### src/start_out_pkg.sv
// Constants and types for the start trigger and output select block
package start_out_pkg;

	typedef enum logic [1:0] {
		TRIG_EDGE = 2'h0,
		TRIG_LEVEL = 2'h1,
		TRIG_FAST = 2'h2,
		TRIG_PULSE = 2'h3
	} trig_mode_t;

	localparam logic [4:0] SEL_READY = 5'h00;
	localparam logic [4:0] SEL_AT_FREQ = 5'h01;
	localparam logic [4:0] SEL_RUNNING = 5'h02;
	localparam logic [4:0] SEL_REVERSE = 5'h03;
	localparam logic [4:0] SEL_OVERLOAD = 5'h04;
	localparam logic [4:0] SEL_RAMP_REG = 5'h05;
	localparam logic [4:0] SEL_ABOVE_FREQ = 5'h06;
	localparam logic [4:0] SEL_ABOVE_CUR = 5'h07;
	localparam logic [4:0] SEL_ABOVE_BUS = 5'h08;
	localparam logic [4:0] SEL_RETRIES = 5'h09;
	localparam logic [4:0] SEL_ABOVE_ANLG = 5'h0A;
	localparam logic [4:0] SEL_ABOVE_PF = 5'h0B;
	localparam logic [4:0] SEL_ANLG_LOSS = 5'h0C;
	localparam logic [4:0] SEL_DIRECT = 5'h0D;
	localparam logic [4:0] SEL_NONREC = 5'h0E;
	localparam logic [4:0] SEL_BRAKE = 5'h0F;
	localparam logic [4:0] SEL_THERMAL = 5'h10;
	localparam logic [4:0] SEL_OVERHEAT = 5'h11;

	// Timing
	localparam int CLK_HZ = 200000000;
	localparam int FILTER_MS = 100;
	localparam int FAST_START_MS = 10;
	localparam int FILTER_CYC = CLK_HZ / 1000 * FILTER_MS;
	localparam int FAST_START_CYC = CLK_HZ / 1000 * FAST_START_MS;

	localparam logic [1:0] POL_RESET = 2'h0;

endpackage

### src/start_trigger_output_select.sv
// Two-wire start trigger modes and two programmable digital outputs
`timescale 1ns/1ps

module start_trigger_output_select
	import start_out_pkg::*;
#(
	parameter int FILTER_CYCLES = FILTER_CYC
) (
	// Clock and reset
	input wire logic clk,
	input wire logic rst_n,
	// Contacts
	input wire logic stopOpen,
	input wire logic forwardRunInput,
	input wire logic reverseRunInput,
	// Configuration
	input wire logic twoWireSelected,
	input wire logic [1:0] triggerModeParam,
	input wire logic [4:0] outputOneSelectParam,
	input wire logic [4:0] outputTwoSelectParam,
	input wire logic [15:0] levelOne,
	input wire logic [15:0] levelTwo,
	input wire logic [1:0] polarity,
	// Status conditions from other drive functions
	input wire logic powerReady,
	input wire logic faultActive,
	input wire logic atFreqEnter,
	input wire logic atFreqLeave,
	input wire logic motorEnergised,
	input wire logic reverseCommanded,
	input wire logic motorOverload,
	input wire logic rampRegActive,
	input wire logic [1:0] freqAbove,
	input wire logic [1:0] currentAbove,
	input wire logic [1:0] busAbove,
	input wire logic retriesExceeded,
	input wire logic autoRestartOff,
	input wire logic unrecoverableFault,
	input wire logic [1:0] analogAbove,
	input wire logic [1:0] pfAngleAbove,
	input wire logic analogBelowLossOn,
	input wire logic analogAboveLossOff,
	input wire logic brakeEnergiseOutput,
	input wire logic thermalOverloadWarning,
	input wire logic nearOverheatTrip,
	input wire logic moduleOverheat,
	// Drive commands
	output logic runCommand,
	output logic runReverse,
	output logic coastStop,
	output logic rampStop,
	output logic stageReady,
	// Digital outputs
	output logic digitalOutputOne,
	output logic digitalOutputTwo
);

	//********************************************************
	// Reset and input synchronisers
	//********************************************************
	logic rstMeta_q, rstSync_q;
	always_ff @(posedge clk or negedge rst_n) begin
		if (!rst_n) begin
			rstMeta_q <= 1'b0;
			rstSync_q <= 1'b0;
		end else begin
			rstMeta_q <= 1'b1;
			rstSync_q <= rstMeta_q;
		end
	end
	logic [2:0] pinMeta_q, pinSync_q;
	always_ff @(posedge clk or negedge rstSync_q) begin
		if (!rstSync_q) begin
			pinMeta_q <= 3'h1;
			pinSync_q <= 3'h1;
		end else begin
			pinMeta_q <= {reverseRunInput, forwardRunInput, stopOpen};
			pinSync_q <= pinMeta_q;
		end
	end
	logic stopAct, fwdIn, revIn;
	assign {revIn, fwdIn, stopAct} = pinSync_q;

	//********************************************************
	// Start trigger
	//********************************************************
	// Mode is latched only while stopped so a live change cannot glitch
	trig_mode_t mode_q, mode_d;
	logic run_q, run_d, rev_q, rev_d, fwdPrev_q, revPrev_q;
	logic fwdEdge, revEdge;
	assign fwdEdge = fwdIn && !fwdPrev_q;
	assign revEdge = revIn && !revPrev_q;
	always_comb begin
		mode_d = mode_q;
		run_d = run_q;
		rev_d = rev_q;
		if (!run_q) begin
			mode_d = trig_mode_t'(triggerModeParam);
		end
		if (!twoWireSelected) begin
			run_d = 1'b0;
		end else if (stopAct) begin
			run_d = 1'b0;
		end else begin
			unique case (mode_q)
				TRIG_EDGE, TRIG_FAST: begin
					if (fwdEdge || revEdge) begin
						run_d = 1'b1;
						rev_d = revEdge && !fwdEdge;
					end else if (!fwdIn && !revIn) begin
						run_d = 1'b0;
					end
				end
				TRIG_LEVEL: begin
					run_d = fwdIn || revIn;
					if (fwdIn || revIn) begin
						rev_d = revIn && !fwdIn;
					end
				end
				TRIG_PULSE: begin
					if (fwdEdge || revEdge) begin
						run_d = 1'b1;
						rev_d = revEdge && !fwdEdge;
					end
				end
			endcase
		end
	end
	always_ff @(posedge clk or negedge rstSync_q) begin
		if (!rstSync_q) begin
			mode_q <= TRIG_EDGE;
			run_q <= 1'b0;
			rev_q <= 1'b0;
			fwdPrev_q <= 1'b0;
			revPrev_q <= 1'b0;
		end else begin
			mode_q <= mode_d;
			run_q <= run_d;
			rev_q <= rev_d;
			fwdPrev_q <= fwdIn;
			revPrev_q <= revIn;
		end
	end
	assign runCommand = run_q;
	assign runReverse = rev_q;
	assign coastStop = stopAct && mode_q != TRIG_PULSE;
	assign rampStop = stopAct && mode_q == TRIG_PULSE;
	// Stage held ready so a start lands well inside the fast window
	assign stageReady = twoWireSelected && mode_q == TRIG_FAST;

	//********************************************************
	// Output selection
	//********************************************************
	logic lossHold_q, lossHold_d, atFreq_q, atFreq_d;
	always_comb begin
		lossHold_d = lossHold_q;
		atFreq_d = atFreq_q;
		if (analogBelowLossOn) begin
			lossHold_d = 1'b1;
		end else if (analogAboveLossOff) begin
			lossHold_d = 1'b0;
		end
		if (atFreqEnter) begin
			atFreq_d = 1'b1;
		end else if (atFreqLeave) begin
			atFreq_d = 1'b0;
		end
	end
	always_ff @(posedge clk or negedge rstSync_q) begin
		if (!rstSync_q) begin
			lossHold_q <= 1'b0;
			atFreq_q <= 1'b0;
		end else begin
			lossHold_q <= lossHold_d;
			atFreq_q <= atFreq_d;
		end
	end
	logic [4:0] sel [2];
	logic [15:0] lvl [2];
	assign sel[0] = outputOneSelectParam;
	assign sel[1] = outputTwoSelectParam;
	assign lvl[0] = levelOne;
	assign lvl[1] = levelTwo;
	logic [1:0] raw, filt, outBit;
	logic [31:0] cnt_q [2];
	logic [31:0] cnt_d [2];
	logic [1:0] state_q, state_d;
	for (genvar i = 0; i < 2; i++) begin : g_out
		always_comb begin
			raw[i] = 1'b0;
			filt[i] = sel[i] inside {SEL_OVERLOAD, SEL_RAMP_REG,
				SEL_ABOVE_FREQ, SEL_ABOVE_CUR, SEL_ABOVE_BUS,
				SEL_ABOVE_ANLG, SEL_ABOVE_PF};
			unique case (sel[i])
				SEL_READY: raw[i] = powerReady && !faultActive;
				SEL_AT_FREQ: raw[i] = atFreq_q;
				SEL_RUNNING: raw[i] = motorEnergised;
				SEL_REVERSE: raw[i] = reverseCommanded;
				SEL_OVERLOAD: raw[i] = motorOverload;
				SEL_RAMP_REG: raw[i] = rampRegActive;
				SEL_ABOVE_FREQ: raw[i] = freqAbove[i];
				SEL_ABOVE_CUR: raw[i] = currentAbove[i];
				SEL_ABOVE_BUS: raw[i] = busAbove[i];
				SEL_RETRIES: raw[i] = retriesExceeded;
				SEL_ABOVE_ANLG: raw[i] = analogAbove[i];
				SEL_ABOVE_PF: raw[i] = pfAngleAbove[i];
				SEL_ANLG_LOSS: raw[i] = lossHold_q;
				SEL_DIRECT: raw[i] = lvl[i] != 16'h0000;
				SEL_NONREC: raw[i] = retriesExceeded || autoRestartOff
					|| unrecoverableFault;
				SEL_BRAKE: raw[i] = brakeEnergiseOutput;
				SEL_THERMAL: raw[i] = thermalOverloadWarning
					|| nearOverheatTrip;
				SEL_OVERHEAT: raw[i] = moduleOverheat;
				default: raw[i] = 1'b0;
			endcase
			// Any break in the new level restarts the delay
			cnt_d[i] = 32'h0;
			state_d[i] = raw[i];
			if (filt[i] && raw[i] != state_q[i]) begin
				state_d[i] = state_q[i];
				cnt_d[i] = cnt_q[i] + 32'h1;
				if (cnt_q[i] + 32'h1 >= 32'(FILTER_CYCLES)) begin
					state_d[i] = raw[i];
					cnt_d[i] = 32'h0;
				end
			end
		end
		always_ff @(posedge clk or negedge rstSync_q) begin
			if (!rstSync_q) begin
				cnt_q[i] <= 32'h0;
				state_q[i] <= 1'b0;
			end else begin
				cnt_q[i] <= cnt_d[i];
				state_q[i] <= state_d[i];
			end
		end
	end
	logic [1:0] pol_q;
	always_ff @(posedge clk or negedge rstSync_q) begin
		if (!rstSync_q) begin
			pol_q <= POL_RESET;
		end else begin
			pol_q <= polarity;
		end
	end
	// Normally-closed inverts the sense per output
	assign outBit = state_q ^ pol_q;
	assign digitalOutputOne = outBit[0];
	assign digitalOutputTwo = outBit[1];

	//********************************************************
	// Checks
	//********************************************************
	property p_stop_clears;
		@(posedge clk) disable iff (!rstSync_q)
		stopAct |=> !runCommand;
	endproperty
	a_stop_clears: assert property (p_stop_clears)
		else $error("run still set after stop");
	property p_no_two_wire;
		@(posedge clk) disable iff (!rstSync_q)
		!twoWireSelected |=> !runCommand;
	endproperty
	a_no_two_wire: assert property (p_no_two_wire)
		else $error("run without two-wire source");
	property p_level_restart;
		@(posedge clk) disable iff (!rstSync_q)
		mode_q == TRIG_LEVEL && twoWireSelected && !stopAct && fwdIn
		|=> runCommand;
	endproperty
	a_level_restart: assert property (p_level_restart)
		else $error("held run did not restart");
	property p_edge_start;
		@(posedge clk) disable iff (!rstSync_q)
		mode_q == TRIG_EDGE && twoWireSelected && !stopAct && fwdEdge
		|=> runCommand;
	endproperty
	a_edge_start: assert property (p_edge_start)
		else $error("edge did not start");
	property p_pulse_stop;
		@(posedge clk) disable iff (!rstSync_q)
		mode_q == TRIG_PULSE && stopAct |-> rampStop && !coastStop;
	endproperty
	a_pulse_stop: assert property (p_pulse_stop)
		else $error("pulse mode stop wrong");
	property p_direct;
		@(posedge clk) disable iff (!rstSync_q)
		sel[0] == SEL_DIRECT && $stable(sel[0]) && $stable(pol_q)
		|=> digitalOutputOne == (($past(levelOne) != 16'h0000) ^ pol_q[0]);
	endproperty
	a_direct: assert property (p_direct)
		else $error("direct output wrong");
	property p_filter_hold;
		@(posedge clk) disable iff (!rstSync_q)
		filt[0] && $stable(sel[0]) && raw[0] != state_q[0]
		&& cnt_q[0] == 32'h0 |=> $stable(state_q[0]);
	endproperty
	a_filter_hold: assert property (p_filter_hold)
		else $error("filtered output changed early");
	property p_ready;
		@(posedge clk) disable iff (!rstSync_q)
		sel[1] == SEL_READY && faultActive |=> !state_q[1];
	endproperty
	a_ready: assert property (p_ready)
		else $error("ready shown during fault");
	c_level: cover property (@(posedge clk) mode_q == TRIG_LEVEL
		&& runCommand);
	c_pulse: cover property (@(posedge clk) mode_q == TRIG_PULSE
		&& rampStop);
	c_filter: cover property (@(posedge clk) filt[0]
		&& $rose(state_q[0]));

endmodule

### config.mk
export PLATFORM = sky130hd
export DESIGN_NAME = start_trigger_output_select
export DESIGN_NICKNAME = d
export VERILOG_FILES = /design/src/start_out_pkg.sv /design/src/start_trigger_output_select.sv
export SDC_FILE = /design/constraint.sdc
export NUM_CORES = 1
export LEC_CHECK = 0
export BUFFER_PORTS_ARGS = -buffer_cell sky130_fd_sc_hd__buf_2
export CORE_ASPECT_RATIO = 0.75
export CORE_UTILIZATION = 57
export CTS_CLUSTER_SIZE = 20
export DETAILED_ROUTE_END_ITERATION = 8
export GPL_TIMING_DRIVEN = 0
export PLACE_DENSITY = 0.83
export SLEW_MARGIN = 20
export SYNTH_ARGS = -nofsm -noshare
export SYNTH_HDL_FRONTEND = slang
export SYNTH_SLANG_ARGS = --single-unit
### constraint.sdc
create_clock -name clk -period 2.9 [get_ports clk]
set_input_delay 0.29 -clock clk [delete_from_list [all_inputs] [get_ports clk]]
set_output_delay 0.29 -clock clk [all_outputs]
set_load 0.01 [all_outputs]
==> flow_summary.yaml <==
layout:
  seqCellArea_um2: 2120
  multiInputGateArea_um2: 2930
  drive_above_1_share_pct: 26.2
  nFillCells: 586
  layout.nets: 747
  final_cell_mix: "86 x buf_2, 78 x nor2_1, 71 x dfrtp_1"
  area_delta_synth_final_pct: 24.6
  stdcell_count: 780
  layout_commonest_cell: "buf_2"
clocking:
  cts_tree: "done"
  clock-sinks: 84
  path_clk_slew_ps: 60
  clockRootBuffer: "clkbuf_16"
  htreeDepth: 3
  cts_buffers: 9
  insertion_delay_ps: 330
  clock_path_buffers: 2
worst_setup_path:
  start_kind: "register"
  end_kind: "register"
  crit-reg2reg-launch: "cnt_q[6]$_DFF_PN0_"
  crit_arrival_ps: 3070
  rrSetupSlack_ps: 40
  crit_fanout: 10
  rr_endpoint: "state_q[1]$_DFFE_PN0P_"
  crit_required_ps: 3120
  crit_type: "register to register"
  ff2ff_path_depth: 9
logic_synthesis:
  yosys_warnings: 0
  synth_cell_types: 70
  syn-cell-area_um2: 5040
  avgSynthCellArea_um2: 9.19
  synth_ff_type: "dfrtp_1"
  ys_async_sr_fraction_pct: 100
  yosysSeqAreaShare_pct: 41.8
  ys_ff_latch: 84
  synthCells: 548
  synth_edf_count: 0
  ys_top_cells_by_area: "dfrtp_1 41%, nor2_1 5.9%, xnor2_1 5.0%"
  synth_top_area_share_pct: 40.7
  synth_area_leader_cell: "dfrtp_1"
sta:
  setup_viol: 0
  hold_violations: 0
  min_period_ps: 2860
  skew_ps: 6.17
  finalCritPeriodShare_pct: 98.5
  fmax_ghz: 0.350
  tightest_slew_ps: 879
  drv_slew: 0
  worst_hold_slack_ps: 57.5
  slew_headroom_pct: 40.8
routing:
  drtPass1Iterations: 5
  drt_iter0_drc: 315
  wl_um: 12700
  vias_per_cell: 6.14
  ant_nets: 0
  vias: 4788
  wl_per_cell_um: 16.3
  post-route-drc-count: 0
die:
  die_h_um: 83.4
  fp-row-count: 29
  coreArea_um2: 8530
  dieArea_um2: 9220
  initial_utilization_pct: 59.1
  die_w_um: 111
  ios: 86
grt:
  antenna_found_initial: 1
  grt-busiest-layer: "met2"
  grt_use_met3_pct: 5.40
  gr-total-overflow: 0
  grt_pass1_vias: 4541
  grt_pass1_wl_um: 20900
  gr-usage-all-layers_pct: 28.0
  grt_util_met2_pct: 46.6
  use_met1_pct: 35.6
  grt_max_degree: 56
min_path:
  hold_start: "stopOpen"
  min_path_cells: 1
  min_delay_worst_endpoint: "pinMeta_q[0]$_DFF_PN1_"
  hp-class: "primary input to register"
run_status:
  status: "finished, final reports clean"
placed_design:
  dp_hpwl_um: 8750
  finalWeightedCongestion: 0.886
  io_buffers: 81
  dp_cells: 751
power_and_ir_drop:
  powerDensity_nw_per_um2: 430
  vdd_ir_drop_max_uv: 438
  power_leakage_nw: 2.63
job:
  cap_violations: 0
## synthesized netlist by cell type (6+ instances only)
cell	instances
a21oi_1	12
nand2b_1	7
a211oi_1	7
nor3_1	18
o21ai_0	16
buf_2	6
nor4_1	19
dfrtp_1	82
and3_1	12
inv_1	19
nand4_1	13
xor2_1	25
nand3_1	20
a31oi_1	6
o211ai_1	11
nor2_1	79
xnor2_1	29
nand2_1	42
clkbuf_1	10
and4_1	6
and2_1	7
## state kept, by name (all words and copies together) (netlist names)
name	flops
pol_q	2
mode_q	2
pinSync_q	3
state_q	2
fwdPrev_q	1
runCommand	1
rstSync_q	1
atFreq_q	1
lossHold_q	1
pinMeta_q	3
rstMeta_q	1
runReverse	1
revPrev_q	1
cnt_q	64
## timing repair
item,in CTS,in global routing
gates resized for setup,11,26
setup buffers,2,12
hold buffers,1,0
pin swaps,6,7
setup endpoints to repair,49,48
hold endpoints to repair,2,0
## report_power, final
| part | switching (W) | total (W) | internal (W) |
|---|---|---|---|
| clock | 0.000444 | 0.00127 | 0.000825 |
| combinational | 0.000102 | 0.000198 | 0.0000958 |
| sequential | 0.0000313 | 0.00123 | 0.00120 |
## per-layer routing
metal  up-vias  routed length, um
met2       252               6320
met3        37                864
met5         -                  0
met1      2301               5240
met4         0                296
li1       2198                  -
## worst max-delay path: stages (launching register included)
cell and delay [ps]:
dfrtp_1 420, nand2_4 120, or3_4 430, buf_6 160, nor4_2 170, a21oi_1 90, or4_1 540, a211o_1 380
nand2_1 110, mux2_1 310
## worst max path at each step
stage	start	endpoint	slack, ps	cells after the start
after CTS	cnt_q[41]$_DFF_PN0_	cnt_q[41]$_DFF_PN0_	0.8	10
after global routing	cnt_q[34]$_DFF_PN0_	cnt_q[43]$_DFF_PN0_	-100	9
final	cnt_q[6]$_DFF_PN0_	state_q[1]$_DFFE_PN0P_	40	9
after detailed placement	cnt_q[0]$_DFF_PN0_	state_q[1]$_DFFE_PN0P_	-200	9
after floorplan	cnt_q[0]$_DFF_PN0_	state_q[1]$_DFFE_PN0P_	210	9
after global placement	rstSync_q$_DFF_PN0_	cnt_q[40]$_DFF_PN0_	-450	0
## cell families after synthesis
group / share of synthesized area, %
DFF: 41.8
buffers and inverters: 4.15
muxes: 3.45
and+or+nand+nor: 28.4
adders and majority gates: 0.497
xor gates and xnor gates: 9.39
other: 0.149
AOI/OAI and AO/OA: 12.2
## cell type report
type                       instances  share of cell area (%)
antenna                            1                  0.0399
buffer                            21                    2.05
clock buffer                      13                    4.31
clock inverter                     3                    1.08
inverter                          19                    1.14
multi-input combinational        434                    46.7
sequential                        84                    33.8
tap                              108                    2.15
timing repair buffer              97                    8.73
## metrics by stage
stage | util, % | setup slack [ps] | setup TNS [ps] | total power [W] | instance area [um2]
final | 73.6 | 44.3 | 0 | 0.00270 | 6270
after global routing | 73.6 | -95.1 | -1150 | 0.00279 | 6270
after CTS | 71.2 | 0.759 | 0 | 0.00273 | 6070
after detailed placement | 66.4 | -203 | -4930 | 0.00145 | 5660
after global placement | 66.0 | -453 | -38110 | 0.00143 | 5630
after floorplan | - | 208 | 0 | 0.00135 | 5090
No activity file was read; power rests on OpenSTA's default activity.
